`src/qpipe_consts.svh`:
```
// Constants for the quad phase fetch/execute pipeline
`ifndef QPIPE_CONSTS_SVH
`define QPIPE_CONSTS_SVH
`define PHASE_COUNT 4
`define PC_WIDTH 13
`define WORD_WIDTH 14
`define DATA_WIDTH 8
`define DADDR_WIDTH 8
`define RESET_VECTOR 13'h0000
`define IRQ_VECTOR 13'h0004
`define NOP_WORD 14'h0000
`endif

```
`src/qpipe_pkg.sv`:
```
// Types for the quad phase fetch/execute pipeline
package qpipe_pkg;
   typedef enum logic [1:0] {
      PH_ONE = 2'h0,
      PH_TWO = 2'h1,
      PH_THREE = 2'h3,
      PH_FOUR = 2'h2
   } phase_e;
   typedef struct packed {
      logic phaseOne;
      logic phaseTwo;
      logic phaseThree;
      logic phaseFour;
   } phases_s;
   typedef struct packed {
      logic valid;
      logic [13:0] word;
   } stage_s;
endpackage : qpipe_pkg

```
`src/phase_gen.sv`:
```
// Divide-by-four phase generator with one-hot phase outputs
`timescale 1ns/1ns
`include "qpipe_consts.svh"
module phase_gen (
   input wire logic clk,
   input wire logic arst_n,
   output qpipe_pkg::phase_e phase,
   output qpipe_pkg::phases_s phases
);
   qpipe_pkg::phase_e phase_ff;
   qpipe_pkg::phase_e nxt_phase;
   always_comb begin
      case (phase_ff)
         qpipe_pkg::PH_ONE: nxt_phase = qpipe_pkg::PH_TWO;
         qpipe_pkg::PH_TWO: nxt_phase = qpipe_pkg::PH_THREE;
         qpipe_pkg::PH_THREE: nxt_phase = qpipe_pkg::PH_FOUR;
         qpipe_pkg::PH_FOUR: nxt_phase = qpipe_pkg::PH_ONE;
         default: nxt_phase = qpipe_pkg::PH_ONE;
      endcase
   end
   always_ff @(posedge clk or negedge arst_n) begin
      if (!arst_n) begin
         phase_ff <= qpipe_pkg::PH_ONE;
      end else begin
         phase_ff <= nxt_phase;
      end
   end
   assign phase = phase_ff;
   assign phases.phaseOne = (phase_ff == qpipe_pkg::PH_ONE);
   assign phases.phaseTwo = (phase_ff == qpipe_pkg::PH_TWO);
   assign phases.phaseThree = (phase_ff == qpipe_pkg::PH_THREE);
   assign phases.phaseFour = (phase_ff == qpipe_pkg::PH_FOUR);
endmodule : phase_gen

```
`src/quad_phase_pipeline.sv`:
```
// Two-stage fetch/execute pipeline sequenced by four phase clocks
//
// Function
// - Clock divided by four into four non-overlapping phases forming one cycle.
// - Program counter advances once per cycle, in phase one, starting fetch.
// - Instruction word from program memory captured in phase four of fetch.
// - Fetch and execute overlap; one instruction completes per cycle.
// - Fetched word shown in instruction latch at phase one, executed phases two-four.
// - Data operand read in phase two; destination written in phase four.
// - Program counter changes take two cycles; prefetched word discarded.
// - Oscillator output pin toggles at a quarter of input rate in RC mode.
// - Master clear is active-low reset held while low.
// - Thirteen-bit counter; reset fetches address zero, interrupt address four.
`timescale 1ns/1ns
`include "qpipe_consts.svh"
module quad_phase_pipeline (
   input wire logic clk,
   input wire logic arst_n,
   input wire logic rcMode,
   input wire logic irqRequest,
   input wire logic [`WORD_WIDTH-1:0] progData,
   input wire logic execRedirect,
   input wire logic [`PC_WIDTH-1:0] execTarget,
   input wire logic execWriteEn,
   input wire logic [`DADDR_WIDTH-1:0] execDataAddr,
   input wire logic [`DATA_WIDTH-1:0] execResult,
   input wire logic [`DATA_WIDTH-1:0] dataRdData,
   output logic [`PC_WIDTH-1:0] progAddr,
   output logic [`WORD_WIDTH-1:0] instructionLatch,
   output logic execValid,
   output logic irqTaken,
   output logic dataRdEn,
   output logic dataWrEn,
   output logic [`DADDR_WIDTH-1:0] dataAddr,
   output logic [`DATA_WIDTH-1:0] dataWrData,
   output logic [`DATA_WIDTH-1:0] operand,
   output logic oscOutputPin,
   output logic phaseOne,
   output logic phaseTwo,
   output logic phaseThree,
   output logic phaseFour
);
   // master_clear_n drives arst_n; device stays reset while it is low
   qpipe_pkg::phase_e phase;
   qpipe_pkg::phases_s ph;
   qpipe_pkg::phase_e nxtPhase;

   phase_gen u_phase_gen (
      .clk(clk),
      .arst_n(arst_n),
      .phase(phase),
      .phases(ph)
   );

   function automatic qpipe_pkg::phase_e next_phase(input qpipe_pkg::phase_e p);
      case (p)
         qpipe_pkg::PH_ONE: next_phase = qpipe_pkg::PH_TWO;
         qpipe_pkg::PH_TWO: next_phase = qpipe_pkg::PH_THREE;
         qpipe_pkg::PH_THREE: next_phase = qpipe_pkg::PH_FOUR;
         default: next_phase = qpipe_pkg::PH_ONE;
      endcase
   endfunction : next_phase

   assign nxtPhase = next_phase(phase);

   logic [`PC_WIDTH-1:0] pc_ff;
   logic [`PC_WIDTH-1:0] nxt_pc;
   qpipe_pkg::stage_s exec_ff;
   qpipe_pkg::stage_s nxt_exec;
   logic irqPend_ff;
   logic nxt_irqPend;
   logic irqTaken_ff;
   logic nxt_irqTaken;
   logic rdEn_ff;
   logic nxt_rdEn;
   logic wrEn_ff;
   logic nxt_wrEn;
   logic [`DADDR_WIDTH-1:0] dAddr_ff;
   logic [`DADDR_WIDTH-1:0] nxt_dAddr;
   logic [`DATA_WIDTH-1:0] wrData_ff;
   logic [`DATA_WIDTH-1:0] nxt_wrData;
   logic [`DATA_WIDTH-1:0] operand_ff;
   logic [`DATA_WIDTH-1:0] nxt_operand;
   logic osc_ff;
   logic nxt_osc;
   qpipe_pkg::phases_s phOut_ff;
   qpipe_pkg::phases_s nxt_phOut;
   logic takeJump;
   logic takeIrq;
   logic redirect;

   // A jump outranks a pending interrupt; either one drops the word fetched meanwhile
   assign takeJump = ph.phaseFour && exec_ff.valid && execRedirect;
   assign takeIrq = ph.phaseFour && irqPend_ff && !takeJump;
   assign redirect = takeJump || takeIrq;

   // Program counter steps at the end of phase four, so it shows in phase one
   always_comb begin
      nxt_pc = pc_ff;
      if (takeJump) begin
         nxt_pc = execTarget;
      end else if (takeIrq) begin
         nxt_pc = `IRQ_VECTOR;
      end else if (ph.phaseFour) begin
         nxt_pc = pc_ff + `PC_WIDTH'(1);
      end
   end

   always_ff @(posedge clk or negedge arst_n) begin
      if (!arst_n) begin
         pc_ff <= `RESET_VECTOR;
      end else begin
         pc_ff <= nxt_pc;
      end
   end

   // Word read in phase four goes straight to the instruction latch
   always_comb begin
      nxt_exec = exec_ff;
      if (ph.phaseFour) begin
         nxt_exec.word = progData;
         nxt_exec.valid = !redirect;
      end
   end

   always_ff @(posedge clk or negedge arst_n) begin
      if (!arst_n) begin
         exec_ff <= '0;
      end else begin
         exec_ff <= nxt_exec;
      end
   end

   always_comb begin
      nxt_irqPend = irqPend_ff | irqRequest;
      nxt_irqTaken = 1'b0;
      if (takeIrq) begin
         // A request seen in the taking cycle stays pending
         nxt_irqPend = irqRequest;
         nxt_irqTaken = 1'b1;
      end
   end

   always_ff @(posedge clk or negedge arst_n) begin
      if (!arst_n) begin
         irqPend_ff <= 1'b0;
         irqTaken_ff <= 1'b0;
      end else begin
         irqPend_ff <= nxt_irqPend;
         irqTaken_ff <= nxt_irqTaken;
      end
   end

   // Strobes are registered one phase ahead so they stand in their own phase
   always_comb begin
      nxt_rdEn = 1'b0;
      nxt_wrEn = 1'b0;
      nxt_dAddr = dAddr_ff;
      nxt_wrData = wrData_ff;
      nxt_operand = operand_ff;
      if (ph.phaseOne && exec_ff.valid) begin
         nxt_rdEn = 1'b1;
         nxt_dAddr = execDataAddr;
      end
      if (ph.phaseTwo && rdEn_ff) begin
         nxt_operand = dataRdData;
      end
      if (ph.phaseThree && exec_ff.valid && execWriteEn) begin
         nxt_wrEn = 1'b1;
         nxt_dAddr = execDataAddr;
         nxt_wrData = execResult;
      end
   end

   always_ff @(posedge clk or negedge arst_n) begin
      if (!arst_n) begin
         rdEn_ff <= 1'b0;
         wrEn_ff <= 1'b0;
         dAddr_ff <= '0;
         wrData_ff <= '0;
         operand_ff <= '0;
      end else begin
         rdEn_ff <= nxt_rdEn;
         wrEn_ff <= nxt_wrEn;
         dAddr_ff <= nxt_dAddr;
         wrData_ff <= nxt_wrData;
         operand_ff <= nxt_operand;
      end
   end

   // Phase flags and clock out use the coming phase so they line up with it
   always_comb begin
      nxt_phOut = '0;
      case (nxtPhase)
         qpipe_pkg::PH_ONE: nxt_phOut.phaseOne = 1'b1;
         qpipe_pkg::PH_TWO: nxt_phOut.phaseTwo = 1'b1;
         qpipe_pkg::PH_THREE: nxt_phOut.phaseThree = 1'b1;
         qpipe_pkg::PH_FOUR: nxt_phOut.phaseFour = 1'b1;
         default: nxt_phOut = '0;
      endcase
      // Clock out high for phases one and two, low for three and four
      if (rcMode) begin
         nxt_osc = (nxtPhase == qpipe_pkg::PH_ONE) || (nxtPhase == qpipe_pkg::PH_TWO);
      end else begin
         nxt_osc = 1'b0;
      end
   end

   always_ff @(posedge clk or negedge arst_n) begin
      if (!arst_n) begin
         osc_ff <= 1'b0;
         phOut_ff <= '0;
      end else begin
         osc_ff <= nxt_osc;
         phOut_ff <= nxt_phOut;
      end
   end

   assign progAddr = pc_ff;
   assign instructionLatch = exec_ff.word;
   assign execValid = exec_ff.valid;
   assign irqTaken = irqTaken_ff;
   assign dataRdEn = rdEn_ff;
   assign dataWrEn = wrEn_ff;
   assign dataAddr = dAddr_ff;
   assign dataWrData = wrData_ff;
   assign operand = operand_ff;
   assign oscOutputPin = osc_ff;
   assign phaseOne = phOut_ff.phaseOne;
   assign phaseTwo = phOut_ff.phaseTwo;
   assign phaseThree = phOut_ff.phaseThree;
   assign phaseFour = phOut_ff.phaseFour;
endmodule : quad_phase_pipeline

```
`config.mk`:
```
export PLATFORM = sky130hd
export DESIGN_NAME = quad_phase_pipeline
export DESIGN_NICKNAME = d
export VERILOG_FILES = /design/src/qpipe_pkg.sv /design/src/phase_gen.sv /design/src/quad_phase_pipeline.sv
export VERILOG_INCLUDE_DIRS = /design/src
export SDC_FILE = /design/constraint.sdc
export NUM_CORES = 1
export LEC_CHECK = 0
export BUFFER_PORTS_ARGS = -buffer_cell sky130_fd_sc_hd__buf_2
export CAP_MARGIN = 30
export CORE_MARGIN = 5
export CORE_UTILIZATION = 25
export CTS_BUF_LIST = sky130_fd_sc_hd__clkbuf_4
export CTS_CLUSTER_SIZE = 8
export DETAILED_ROUTE_END_ITERATION = 8
export GPL_ROUTABILITY_DRIVEN = 0
export GPL_TIMING_DRIVEN = 0
export PLACE_DENSITY_LB_ADDON = 0.08
export SYNTH_ARGS = -nofsm -noshare
export SYNTH_HDL_FRONTEND = slang
export SYNTH_HIERARCHICAL = 1
export SYNTH_SLANG_ARGS = --single-unit
```
`constraint.sdc`:
```
create_clock -name clk -period 2.4 [get_ports clk]
set_input_delay 0.48 -clock clk [delete_from_list [all_inputs] [get_ports clk]]
set_output_delay 0.48 -clock clk [all_outputs]
set_load 0.01 [all_outputs]
```
==> run summary, run 1 <==
Synth Cell Area - 0.00270 mm2
# IOs - 117
Skew-Pair Late Insertion Delay - 0.41 ns
Maxcap violations - 0
R2R Path Start - u_phase_gen/phase[0]
Vias per Instance - 4.41
Count of state elements after synthesis - 63
Seq pwr share - 55.1%
Post-synth top area share - 58.4%
Syn Nets - 263
Leakage - 0.00175 uW
Worst R2R Path Depth - 5
Resize count post-CTS - 0
Synth unique cells - 39
Sw frac - 28.9%
Row cnt - 38
Internal power - 1530 uW
Starting Density - 25.2%
Area Growth Syn to Fin - 32.7%
Hold slack - 0.157 ns
Period utilisation layout - 85.7%
Diode count - 0
Syn avg cell area - 13.2 um2
Die area - 0.0130 mm2
Clock Power Share - 31.0%
DRT Pass-1 Iters - 4
Max Clock Freq - 0.486 GHz
Global-route wire length before repair - 11500 um
Min cycle time layout - 2.06 ns
CTS sink count - 63
Sequential area share after synthesis - 58.4%
Die width - 114 um
Antenna violations before repair - 0
Buf+Inv Stages, Crit Path - 2
Leading area contributor after synthesis - dfrtp_1
Avg WL per Cell - 15.1 um
Post-route setup TNS - 0 ns
Reg2reg setup slack - 0.34 ns
Die Ht - 114 um
GRT Overall Usage - 11.4%
Max Clock Skew - 0.0212 ns
Most frequent cell after synthesis - dfrtp_1
Layout cells sized above 1 - 54.0%
Cell Area, Placed - 0.00346 mm2
Core Area - 0.0107 mm2
Rel. slew slack - 45.9%
Worst-margin pin slew - 0.811 ns
Reg2reg end - progAddr[2]
Unrepaired setup endpoints after global routing - no
Hold_buf cts - 0
Half-perimeter wire length after placement - 5110 um
Peak VDD IR - 0.202 mV
Worst-path fanout max - 10
Clock transition at path regs - 0.13 ns
Post-synth ARST share - 100%
Switch Pwr - 623 uW
Post-route cell area - 0.00358 mm2
DR iter-0 viols - 62
Max clock buf depth - 2
Worst path most repeated cell - clkbuf_1
Total grt overflow - 0
Area contributors post-synth - dfrtp_1, mux2_2, mux2_4
Final Slew Violations - 0
Critical path startpoint category - flip-flop
Total CTS buffers - 9
Arr. time, crit path - 2.39 ns
WS Path Type - flip-flop to flip-flop
Fraction of power consumed by combinational cells - 13.9%
Worst hold path type - input port to asynchronous set/reset pin
Synth cell count leaders - dfrtp_1, mux2_2, nand2_1
Pin count of the biggest net entering global routing - 64
Final Hold Fails - 0
Vias in the first global route - 2217
Top delay family on crit path - buffers and inverters
Crit-path slowest cell - dfrtp_1
Top_reg_cell synth - dfrtp_1
Total number of vias - 2103
Critical Path End Type - flip-flop
Routed Antenna Nets - 0
YS warnings - 6
CTS tree - yes
Post-synth EDFFs - 0
Crit path cell chain - and2b_2 > clkbuf_1 > clkbuf_1 > o21ai_0 > a22oi_1
Setup Viol. Count Final - 0
H-tree Lvls - 3
Synth Instances - 205
Nets - 390
CTS root buffer - clkbuf_4
Req. time, crit path - 2.73 ns
Port bufs - 116
Cell Pwr Density - 601 mW/mm2
Total wire length - 7180 um
Slowest cell delay on critical path - 0.50 ns
DRC errors left - 0
Post-CTS setup buffer count - 0
Status - finished clean
cells in the final DEF, fill, tap and decap left out, types with 3 or more instances in the layout:
cell type     n
clkbuf_1      3
inv_6         3
nor2_1        5
inv_1         6
a21oi_1       4
a22o_1        3
o21ai_0       7
dfrtp_1      63
a221o_1       4
a21o_1        4
nor3b_1       4
and2_1        3
clkinvlp_4    4
clkbuf_4      9
buf_4         3
buf_2       118
mux2_2       30
mux2_4        8
o21ai_1       6
nor2b_1       8
nand2_1      14
metrics by stage:
step,cells,setup WS (ns),total power (uW),util (%)
floorplan,205,0.794,1340,-
global placement,461,0.382,1510,32.3
detailed placement,461,0.339,1510,32.3
CTS,477,0.308,2210,33.5
global route,477,0.126,2280,33.5
finish,477,0.342,2150,33.5
routing by layer:
| layer | vias to the layer above | GRT usage, % | routed length [um] |
|---|---|---|---|
| met4 | 0 | 4.99 | 110 |
| met2 | 75 | 17.5 | 3150 |
| met5 | - | 0 | 0 |
| li1 | 999 | - | - |
| met1 | 1021 | 15.0 | 3310 |
| met3 | 8 | 3.40 | 607 |
worst register-to-register path, cell delays in order, from the launching register on:
cell,delay (ns)
dfrtp_1,0.50
and2b_2,0.29
clkbuf_1,0.41
clkbuf_1,0.44
o21ai_0,0.18
a22oi_1,0.18
power groups by stage:
stage                     registers, uW  clock network, uW  logic, uW
after CTS                          1190                717        308
after global routing               1200                749        331
after global placement             1200                  0        306
after detailed placement           1210                  0        306
final                              1190                667        300
after floorplan                    1250                  0       95.5
kinds of logic after synthesis:
family	share of synthesized area (%)
compound gates	8.81
fa+ha+maj	0.464
buf+inv	2.50
flops	58.4
mux	17.3
simple gates	12.4
flip-flops by register name, summed over array words and instances (netlist names):
name / flops
u_phase_gen/phase: 2
dataWrData: 8
progAddr: 13
operand: 8
irqPend_ff: 1
oscOutputPin: 1
dataWrEn: 1
dataAddr: 8
phaseTwo: 1
dataRdEn: 1
phaseFour: 1
phaseOne: 1
execValid: 1
irqTaken: 1
instructionLatch: 14
phaseThree: 1
cell type report:
class	count	area (um2)
clock inverters	7	56.3
plain buffers	8	41.3
inverters	7	26.3
fillers	1140	7120
repair buffers	116	583
well taps	140	175
multi-input cells	127	1050
clock buffers	9	67.6
flip-flops and latches	63	1580
worst max path at each step:
stage,from,to,cells after the start
floorplan,u_phase_gen/phase[0],dataAddr[0],6
global placement,u_phase_gen/phase[0],progAddr[2],5
detailed placement,u_phase_gen/phase[0],progAddr[2],5
CTS,u_phase_gen/phase[0],progAddr[2],5
global route,u_phase_gen/phase[0],progAddr[2],5
finish,u_phase_gen/phase[0],progAddr[2],5
Note: power is estimated with default switching activity, not from simulation.
==> inputs of run 2 (changes only) <==
--- a/config.mk
+++ b/config.mk
@@ -18,5 +18,4 @@
 export PLACE_DENSITY_LB_ADDON = 0.08
 export SYNTH_ARGS = -nofsm -noshare
 export SYNTH_HDL_FRONTEND = slang
-export SYNTH_HIERARCHICAL = 1
 export SYNTH_SLANG_ARGS = --single-unit
==> run 2 against run 1 <==
First-iteration DRC count up 55%. Sequential cell count stayed put. Synthesized area down 2.9%. Via count increased by 4.6%. Cell area fell by 0.52%. Critical path depth unchanged. Clock skew rose by 0.0022 ns. Clock power rose by 46%. Sequential power about the same. Critical endpoint is now progAddr[12].
==> run summary, run 2 <==
CTS sink count - 63 (unchanged)
Top_reg_cell synth - dfrtp_1 (unchanged)
Vias in the first global route - 2253 (was 2217)
Syn avg cell area - 10.9 um2 (was 13.2 um2)
Final Util - 34.6% (was 33.5%)
Area Growth Syn to Fin - 36.0% (was 32.7%)
DR iter-0 viols - 96 (was 62)
Skew-Pair Late Insertion Delay - 0.42 ns (was 0.41 ns)
Reg2reg setup slack - 0.69 ns (was 0.34 ns)
CTS tree - yes (unchanged)
Crit path cell chain - ha_1 > nand3_1 > nor4_1 > o21ai_0 > o2bb2ai_1 (was and2b_2 > clkbuf_1 > clkbuf_1 > o21ai_0 > a22oi_1)
CTS root buffer - clkbuf_4 (unchanged)
Pin count of the biggest net entering global routing - 64 (unchanged)
Total wire length - 7470 um (was 7180 um)
Largest family of logic cells by synthesized area - simple AND/OR/NAND/NOR gates (was multiplexers)
Worst-margin pin slew - 0.830 ns (was 0.811 ns)
Rel. slew slack - 44.7% (was 45.9%)
Fill count - 1114 (was 1140)
Vias per Instance - 4.32 (was 4.41)
Clock transition at path regs - 0.13 ns (about the same)
Die Ht - 112 um (was 114 um)
Switch Pwr - 621 uW (was 623 uW)
Worst Setup SP - progAddr[0] (was u_phase_gen/phase[0])
Diode count - 0 (unchanged)
Sw frac - 25.6% (was 28.9%)
Row cnt - 37 (was 38)
Worst hold path type - input port to asynchronous set/reset pin (unchanged)
Global-route wire length before repair - 12100 um (was 11500 um)
Nets - 426 (was 390)
Hold slack - 0.145 ns (was 0.157 ns)
Cell Pwr Density - 682 mW/mm2 (was 601 mW/mm2)
GRT Overall Usage - 12.2% (was 11.4%)
Setup Viol. Count Final - 0 (unchanged)
Worst R2R Path Depth - 5 (unchanged)
Min cycle time layout - 1.71 ns (was 2.06 ns)
DRT Pass-1 Iters - 4 (unchanged)
DRC errors left - 0 (unchanged)
Mux contribution to synthesized area - 10.3% (was 17.3%)
Area share of and/or/nand/nor cells after synthesis - 15.6% (was 12.4%)
Most frequent cell after synthesis - dfrtp_1 (unchanged)
Post-synthesis compound-gate area fraction - 10.3% (was 8.81%)
WS Path Type - flip-flop to flip-flop (unchanged)
Critical Path End Type - flip-flop (unchanged)
# IOs - 117 (unchanged)
Cell Area, Placed - 0.00337 mm2 (was 0.00346 mm2)
Slowest cell delay on critical path - 0.46 ns (was 0.50 ns)
Half-perimeter wire length after placement - 5410 um (was 5110 um)
Multi-input gate area - 961 um2 (was 0.00105 mm2)
Status - finished clean (unchanged)
Arr. time, crit path - 2.01 ns (was 2.39 ns)
Avg WL per Cell - 14.7 um (was 15.1 um)
Layout cells sized above 1 - 38.1% (was 54.0%)
Total grt overflow - 0 (unchanged)
Resize count post-CTS - 0 (unchanged)
Max reg flops - 14 (unchanged)
Crit-path slowest cell - dfrtp_1 (unchanged)
Post-synth top area share - 60.2% (was 58.4%)
Final Hold Fails - 0 (unchanged)
Synth Instances - 241 (was 205)
Most common cell after layout, fill and taps aside - buf_2 (unchanged)
Most frequent cells in the layout - buf_2, dfrtp_1, nand2_1, mux2_1, a21oi_1 (was buf_2, dfrtp_1, mux2_2, nand2_1, clkbuf_4)
Max clock buf depth - 2 (unchanged)
YS warnings - 0 (was 6)
Leakage - 0.00178 uW (was 0.00175 uW)
Max Clock Freq - 0.585 GHz (was 0.486 GHz)
Pre-CTS setup slack - 0.684 ns (was 0.339 ns)
Worst-path fanout max - 5 (was 10)
Clock Power Share - 40.0% (was 31.0%)
Total number of vias - 2199 (was 2103)
Sequential Area - 0.00158 mm2 (unchanged)
Max Clock Skew - 0.0234 ns (was 0.0212 ns)
Seq pwr share - 48.7% (was 55.1%)
Fraction of power consumed by combinational cells - 11.3% (was 13.9%)
Post-synth EDFFs - 0 (unchanged)
Xor and xnor area share after synthesis - 0% (unchanged)
Antenna violations before repair - 0 (unchanged)
Leading area contributor after synthesis - dfrtp_1 (unchanged)
Synth unique cells - 36 (was 39)
Post-synth ARST share - 100% (unchanged)
Syn Nets - 299 (was 263)
Starting Density - 25.5% (was 25.2%)
Period utilisation layout - 71.2% (was 85.7%)
Maxcap violations - 0 (unchanged)
Unrepaired setup endpoints after global routing - no (unchanged)
Critical path startpoint category - flip-flop (unchanged)
Adder-Cell Fraction of Synth Area - 0.478% (was 0.464%)
R2R Path Start - progAddr[0] (was u_phase_gen/phase[0])
Peak VDD IR - 0.251 mV (was 0.202 mV)
Core Area - 0.0103 mm2 (was 0.0107 mm2)
Req. time, crit path - 2.70 ns (was 2.73 ns)
Post-route setup TNS - 0 ns (unchanged)
Total CTS buffers - 9 (unchanged)
Hold_buf cts - 0 (unchanged)
Internal power - 1810 uW (was 1530 uW)
Routed Antenna Nets - 0 (unchanged)
Post-route cell area - 0.00356 mm2 (was 0.00358 mm2)
Post-CTS setup buffer count - 0 (unchanged)
H-tree Lvls - 3 (unchanged)
Final Slew Violations - 0 (unchanged)
Count of state elements after synthesis - 63 (unchanged)
Area contributors post-synth - dfrtp_1, mux2_1, nand2_1 (was dfrtp_1, mux2_2, mux2_4)
Synth Cell Area - 0.00262 mm2 (was 0.00270 mm2)
Die area - 0.0126 mm2 (was 0.0130 mm2)
Synth cell count leaders - dfrtp_1, nand2_1, mux2_1 (was dfrtp_1, mux2_2, nand2_1)
Die width - 112 um (was 114 um)
Sequential area share after synthesis - 60.2% (was 58.4%)
Fin worst setup slack - 0.690 ns (was 0.342 ns)
Port bufs - 116 (unchanged)
-- run 2: cell types whose count changed after synthesis, moves of 4 or more --
cell	delta
a221o_1	-4
nand2_1	+41
a21oi_1	+9
o2bb2ai_1	+4
mux2_2	-30
mux2_1	+24
mux2_4	-8
nor2b_1	-6
-- run 2: layer usage --
metal,vias to the layer above,share of wire [%],global-route usage [%]
met3,8,5.8,3.56
li1,1095,-,-
met2,71,47,18.9
met5,-,0,0
met1,1025,46,16.1
met4,0,1.4,4.57
-- run 2: worst paths after layout --
| path | to |
|---|---|
| min in group clk | instructionLatch[9] |
| setup reg to reg | progAddr[12] |
| hold / removal | dataAddr[6] |
| setup / recovery | progAddr[12] |
| hold reg to reg | instructionLatch[4] |
| max in group asynchronous | instructionLatch[3] |
-- run 2: power groups by stage --
stage | Clock, uW | Sequential [uW] | Combinational, uW
after floorplan | 0 | 1250 | 70.6
after global placement | 0 | 1200 | 283
after detailed placement | 0 | 1200 | 284
after CTS | 1010 | 1180 | 285
after global routing | 1050 | 1190 | 310
final | 971 | 1180 | 275
-- run 2: cells by family after synthesis --
logic type | count (synthesis)
buffers and inverters | 20
AOI/OAI and AO/OA | 44
muxes | 24
adders and majority gates | 1
DFF | 63
and+or+nand+nor | 89
-- run 2: worst max-delay path: cells and delay by family (launching register included) --
family / cells / cell delay, ns
flip-flops: 1 / 0.46
AO/OA/AOI/OAI: 2 / 0.27
adder cells (fa/ha/maj): 1 / 0.24
AND/OR/NAND/NOR: 2 / 0.62
-- run 2: cell type report --
class / instances / area share, %
sequential: 63 / 44.3
multi-input combinational: 158 / 27.0
timing repair buffer: 116 / 16.4
tap: 136 / 4.78
clock inverter: 7 / 3.41
clock buffer: 9 / 1.90
buffer: 11 / 1.34
inverter: 9 / 0.949
-- run 2: per-stage QoR --
step	power, uW	std cells
final	2430	509
after global routing	2550	509
after CTS	2470	509
after detailed placement	1490	493
after global placement	1480	493
after floorplan	1320	241
==> inputs of run 3 (changes only) <==
==> constraint.sdc (replaced) <==
create_clock -name clk -period 1.5 [get_ports clk]
set_input_delay 0.3 -clock clk [delete_from_list [all_inputs] [get_ports clk]]
set_output_delay 0.3 -clock clk [all_outputs]
set_load 0.01 [all_outputs]
==> run 3 against run 2 <==
Final cell count up 2.4%. Clock power rose by 19%. Critical path depth stayed put. Power up 45%. Sequential cell count did not move. Worst hold slack worse by 0.075 ns. Routed wire length grew 1.3%. Fmax grew 17%. First-iteration DRC count increased by 9.4%. Clock skew shrank 0.0029 ns. Critical path type unchanged. Highest routed layer unchanged.
==> run summary, run 3 (same netlist as run 2, synthesis figures left out) <==
Max Clock Skew - 0.0204 ns (was 0.0234 ns)
Hold EP - instructionLatch[9]
Pre-CTS setup slack - -0.151 ns (was 0.684 ns)
DR iter-0 viols - 105 (was 96)
Critical Path End Type - flip-flop (unchanged)
Pin count of the biggest net entering global routing - 64 (unchanged)
Maxcap violations - 0 (unchanged)
Antenna violations before repair - 1 (was 0)
Rel. slew slack - 45.3% (was 44.7%)
Final Hold Fails - 0 (unchanged)
Area Growth Syn to Fin - 42.0% (was 36.0%)
Most frequent cells in the layout - buf_2, dfrtp_1, nand2_1, mux2_1, buf_4 (was buf_2, dfrtp_1, nand2_1, mux2_1, a21oi_1)
Worst-margin pin slew - 0.821 ns (was 0.830 ns)
Peak VDD IR - 0.319 mV (was 0.251 mV)
Half-perimeter wire length after placement - 5390 um (was 5410 um)
Vias in the first global route - 2317 (was 2253)
Top delay family on crit path - simple AND/OR/NAND/NOR gates (unchanged)
Max clock buf depth - 2 (unchanged)
Worst hold path type - input port to flip-flop (was input port to asynchronous set/reset pin)
Reg2reg end - progAddr[10] (was progAddr[12])
Nets - 437 (was 426)
Cell Pwr Density - 943 mW/mm2 (was 682 mW/mm2)
Multi-input gate area - 0.00103 mm2 (was 961 um2)
Req. time, crit path - 1.83 ns (was 2.70 ns)
Reg2reg setup slack - 0.04 ns (was 0.69 ns)
Buf+Inv Stages, Crit Path - 0 (unchanged)
Min cycle time layout - 1.46 ns (was 1.71 ns)
Total number of vias - 2267 (was 2199)
Routed Antenna Nets - 0 (unchanged)
CTS sink count - 63 (unchanged)
Layout cells sized above 1 - 44.5% (was 38.1%)
Total grt overflow - 0 (unchanged)
Worst hold path cell count - 3
Worst R2R Path Depth - 5 (unchanged)
Slowest cell delay on critical path - 0.42 ns (was 0.46 ns)
H-tree Lvls - 3 (unchanged)
# IOs - 117 (unchanged)
Port bufs - 116 (unchanged)
Die width - 112 um (unchanged)
Hold Crit Start - progData[9]
WS Path Type - flip-flop to flip-flop (unchanged)
Setup Viol. Count Final - 0 (unchanged)
Leakage - 0.00184 uW (was 0.00178 uW)
Arr. time, crit path - 1.80 ns (was 2.01 ns)
Fin worst setup slack - 0.0351 ns (was 0.690 ns)
Power, Total - 3510 uW (was 2430 uW)
Global-route wire length before repair - 12200 um (was 12100 um)
Row cnt - 37 (unchanged)
Sequential Area - 0.00159 mm2 (was 0.00158 mm2)
Most common cell after layout, fill and taps aside - buf_2 (unchanged)
Final Slew Violations - 0 (unchanged)
Starting Density - 25.5% (unchanged)
Status - finished clean (unchanged)
CTS root buffer - clkbuf_4 (unchanged)
Die area - 0.0126 mm2 (unchanged)
GRT Overall Usage - 12.3% (was 12.2%)
Crit path cell chain - ha_4 > nand2_4 > or4_1 > a21oi_1 > a2bb2oi_1 (was ha_1 > nand3_1 > nor4_1 > o21ai_0 > o2bb2ai_1)
Core Area - 0.0103 mm2 (unchanged)
CTS tree - yes (unchanged)
Unrepaired setup endpoints after global routing - yes (was no)
DRC errors left - 0 (unchanged)
DRT Pass-1 Iters - 4 (unchanged)
R2R Path Start - progAddr[0] (unchanged)
Total CTS buffers - 9 (unchanged)
Critical path startpoint category - flip-flop (unchanged)
Vias per Instance - 4.35 (was 4.32)
Skew-Pair Late Insertion Delay - 0.41 ns (was 0.42 ns)
Worst-path fanout max - 4 (was 5)
Critical path depth - 5 (unchanged)
Total wire length - 7560 um (was 7470 um)
Die Ht - 112 um (unchanged)
Avg WL per Cell - 14.5 um (was 14.7 um)
Crit-path slowest cell - dfrtp_2 (was dfrtp_1)
Max reg flops - 14 (unchanged)
Max Clock Freq - 0.683 GHz (was 0.585 GHz)
Fill count - 1076 (was 1114)
Clock transition at path regs - 0.11 ns (was 0.13 ns)
Period utilisation layout - 97.7% (was 71.2%)
==> run 3: cell types whose count changed in the layout (fill, tap and decap cells not counted), sizes merged <==
cell         delta
buf            +12
bufinv          -2
clkbuf          -1
clkinv          -2
clkinvlp        +3
diode           +1
dlygate4sd3     +1
==> run 3: layer usage <==
metal	track usage, %	share of wire (%)	up-vias	wire (um)
li1	-	-	1110	-
met1	16.0	45	1081	3420
met2	19.4	48	65	3610
met3	3.13	5.3	11	403
met4	5.05	1.7	0	132
met5	0	0	-	0
==> run 3: worst max-delay path by stage <==
stage / from / endpoint / slack, ns
floorplan: progAddr[1] / progAddr[12] / 0.05
global placement: arst_n / progAddr[0] / -0.38
detailed placement: progAddr[1] / progAddr[12] / -0.15
CTS: progAddr[1] / progAddr[10] / -0.01
global route: progAddr[3] / progAddr[10] / -0.04
finish: progAddr[0] / progAddr[10] / 0.04
==> run 3: repair_timing <==
action / in CTS / in global routing
resized for setup: 13 / 19
setup buffers: 7 / 4
pin swaps: 3 / 1
hold endpoints to repair: 26 / 0
hold buffers: 1 / 0
setup endpoints to repair: 36 / 22
==> run 3: area by class of cell <==
cell class                 instances  area share, %
antenna                            1         0.0673
buffer                            10           1.78
clock buffer                      10           2.02
clock inverter                     6           1.65
inverter                           9          0.908
multi-input combinational        158           27.8
sequential                        63           42.6
tap                              136           4.57
timing repair buffer             128           18.6
==> run 3: tightest hold or removal path: stages <==
cell and delay [ns]:
buf_2 0.07, nand2_1 0.04, nand2_1 0.04
==> run 3: per-stage QoR <==
stage / cell area, um2 / std cells / TNS [ns] / utilization (%) / hold slack, ns
floorplan: 2620 / 241 / 0 / - / 0.00441
global placement: 3370 / 493 / -16.89 / 32.8 / 0.454
detailed placement: 3380 / 493 / -1.01 / 32.8 / 0.457
CTS: 3610 / 516 / -0.00990 / 35.2 / 0.0284
global route: 3720 / 521 / -0.0607 / 36.2 / 0.0429
finish: 3720 / 521 / 0 / 36.2 / 0.0700
==> run 3: report_power, final <==
group          internal (uW)  total, uW  leakage [uW]  switching [uW]
combinational            224        457       0.00100             232
clock                    518       1160     0.0000661             644
sequential              1830       1890      0.000769            60.7
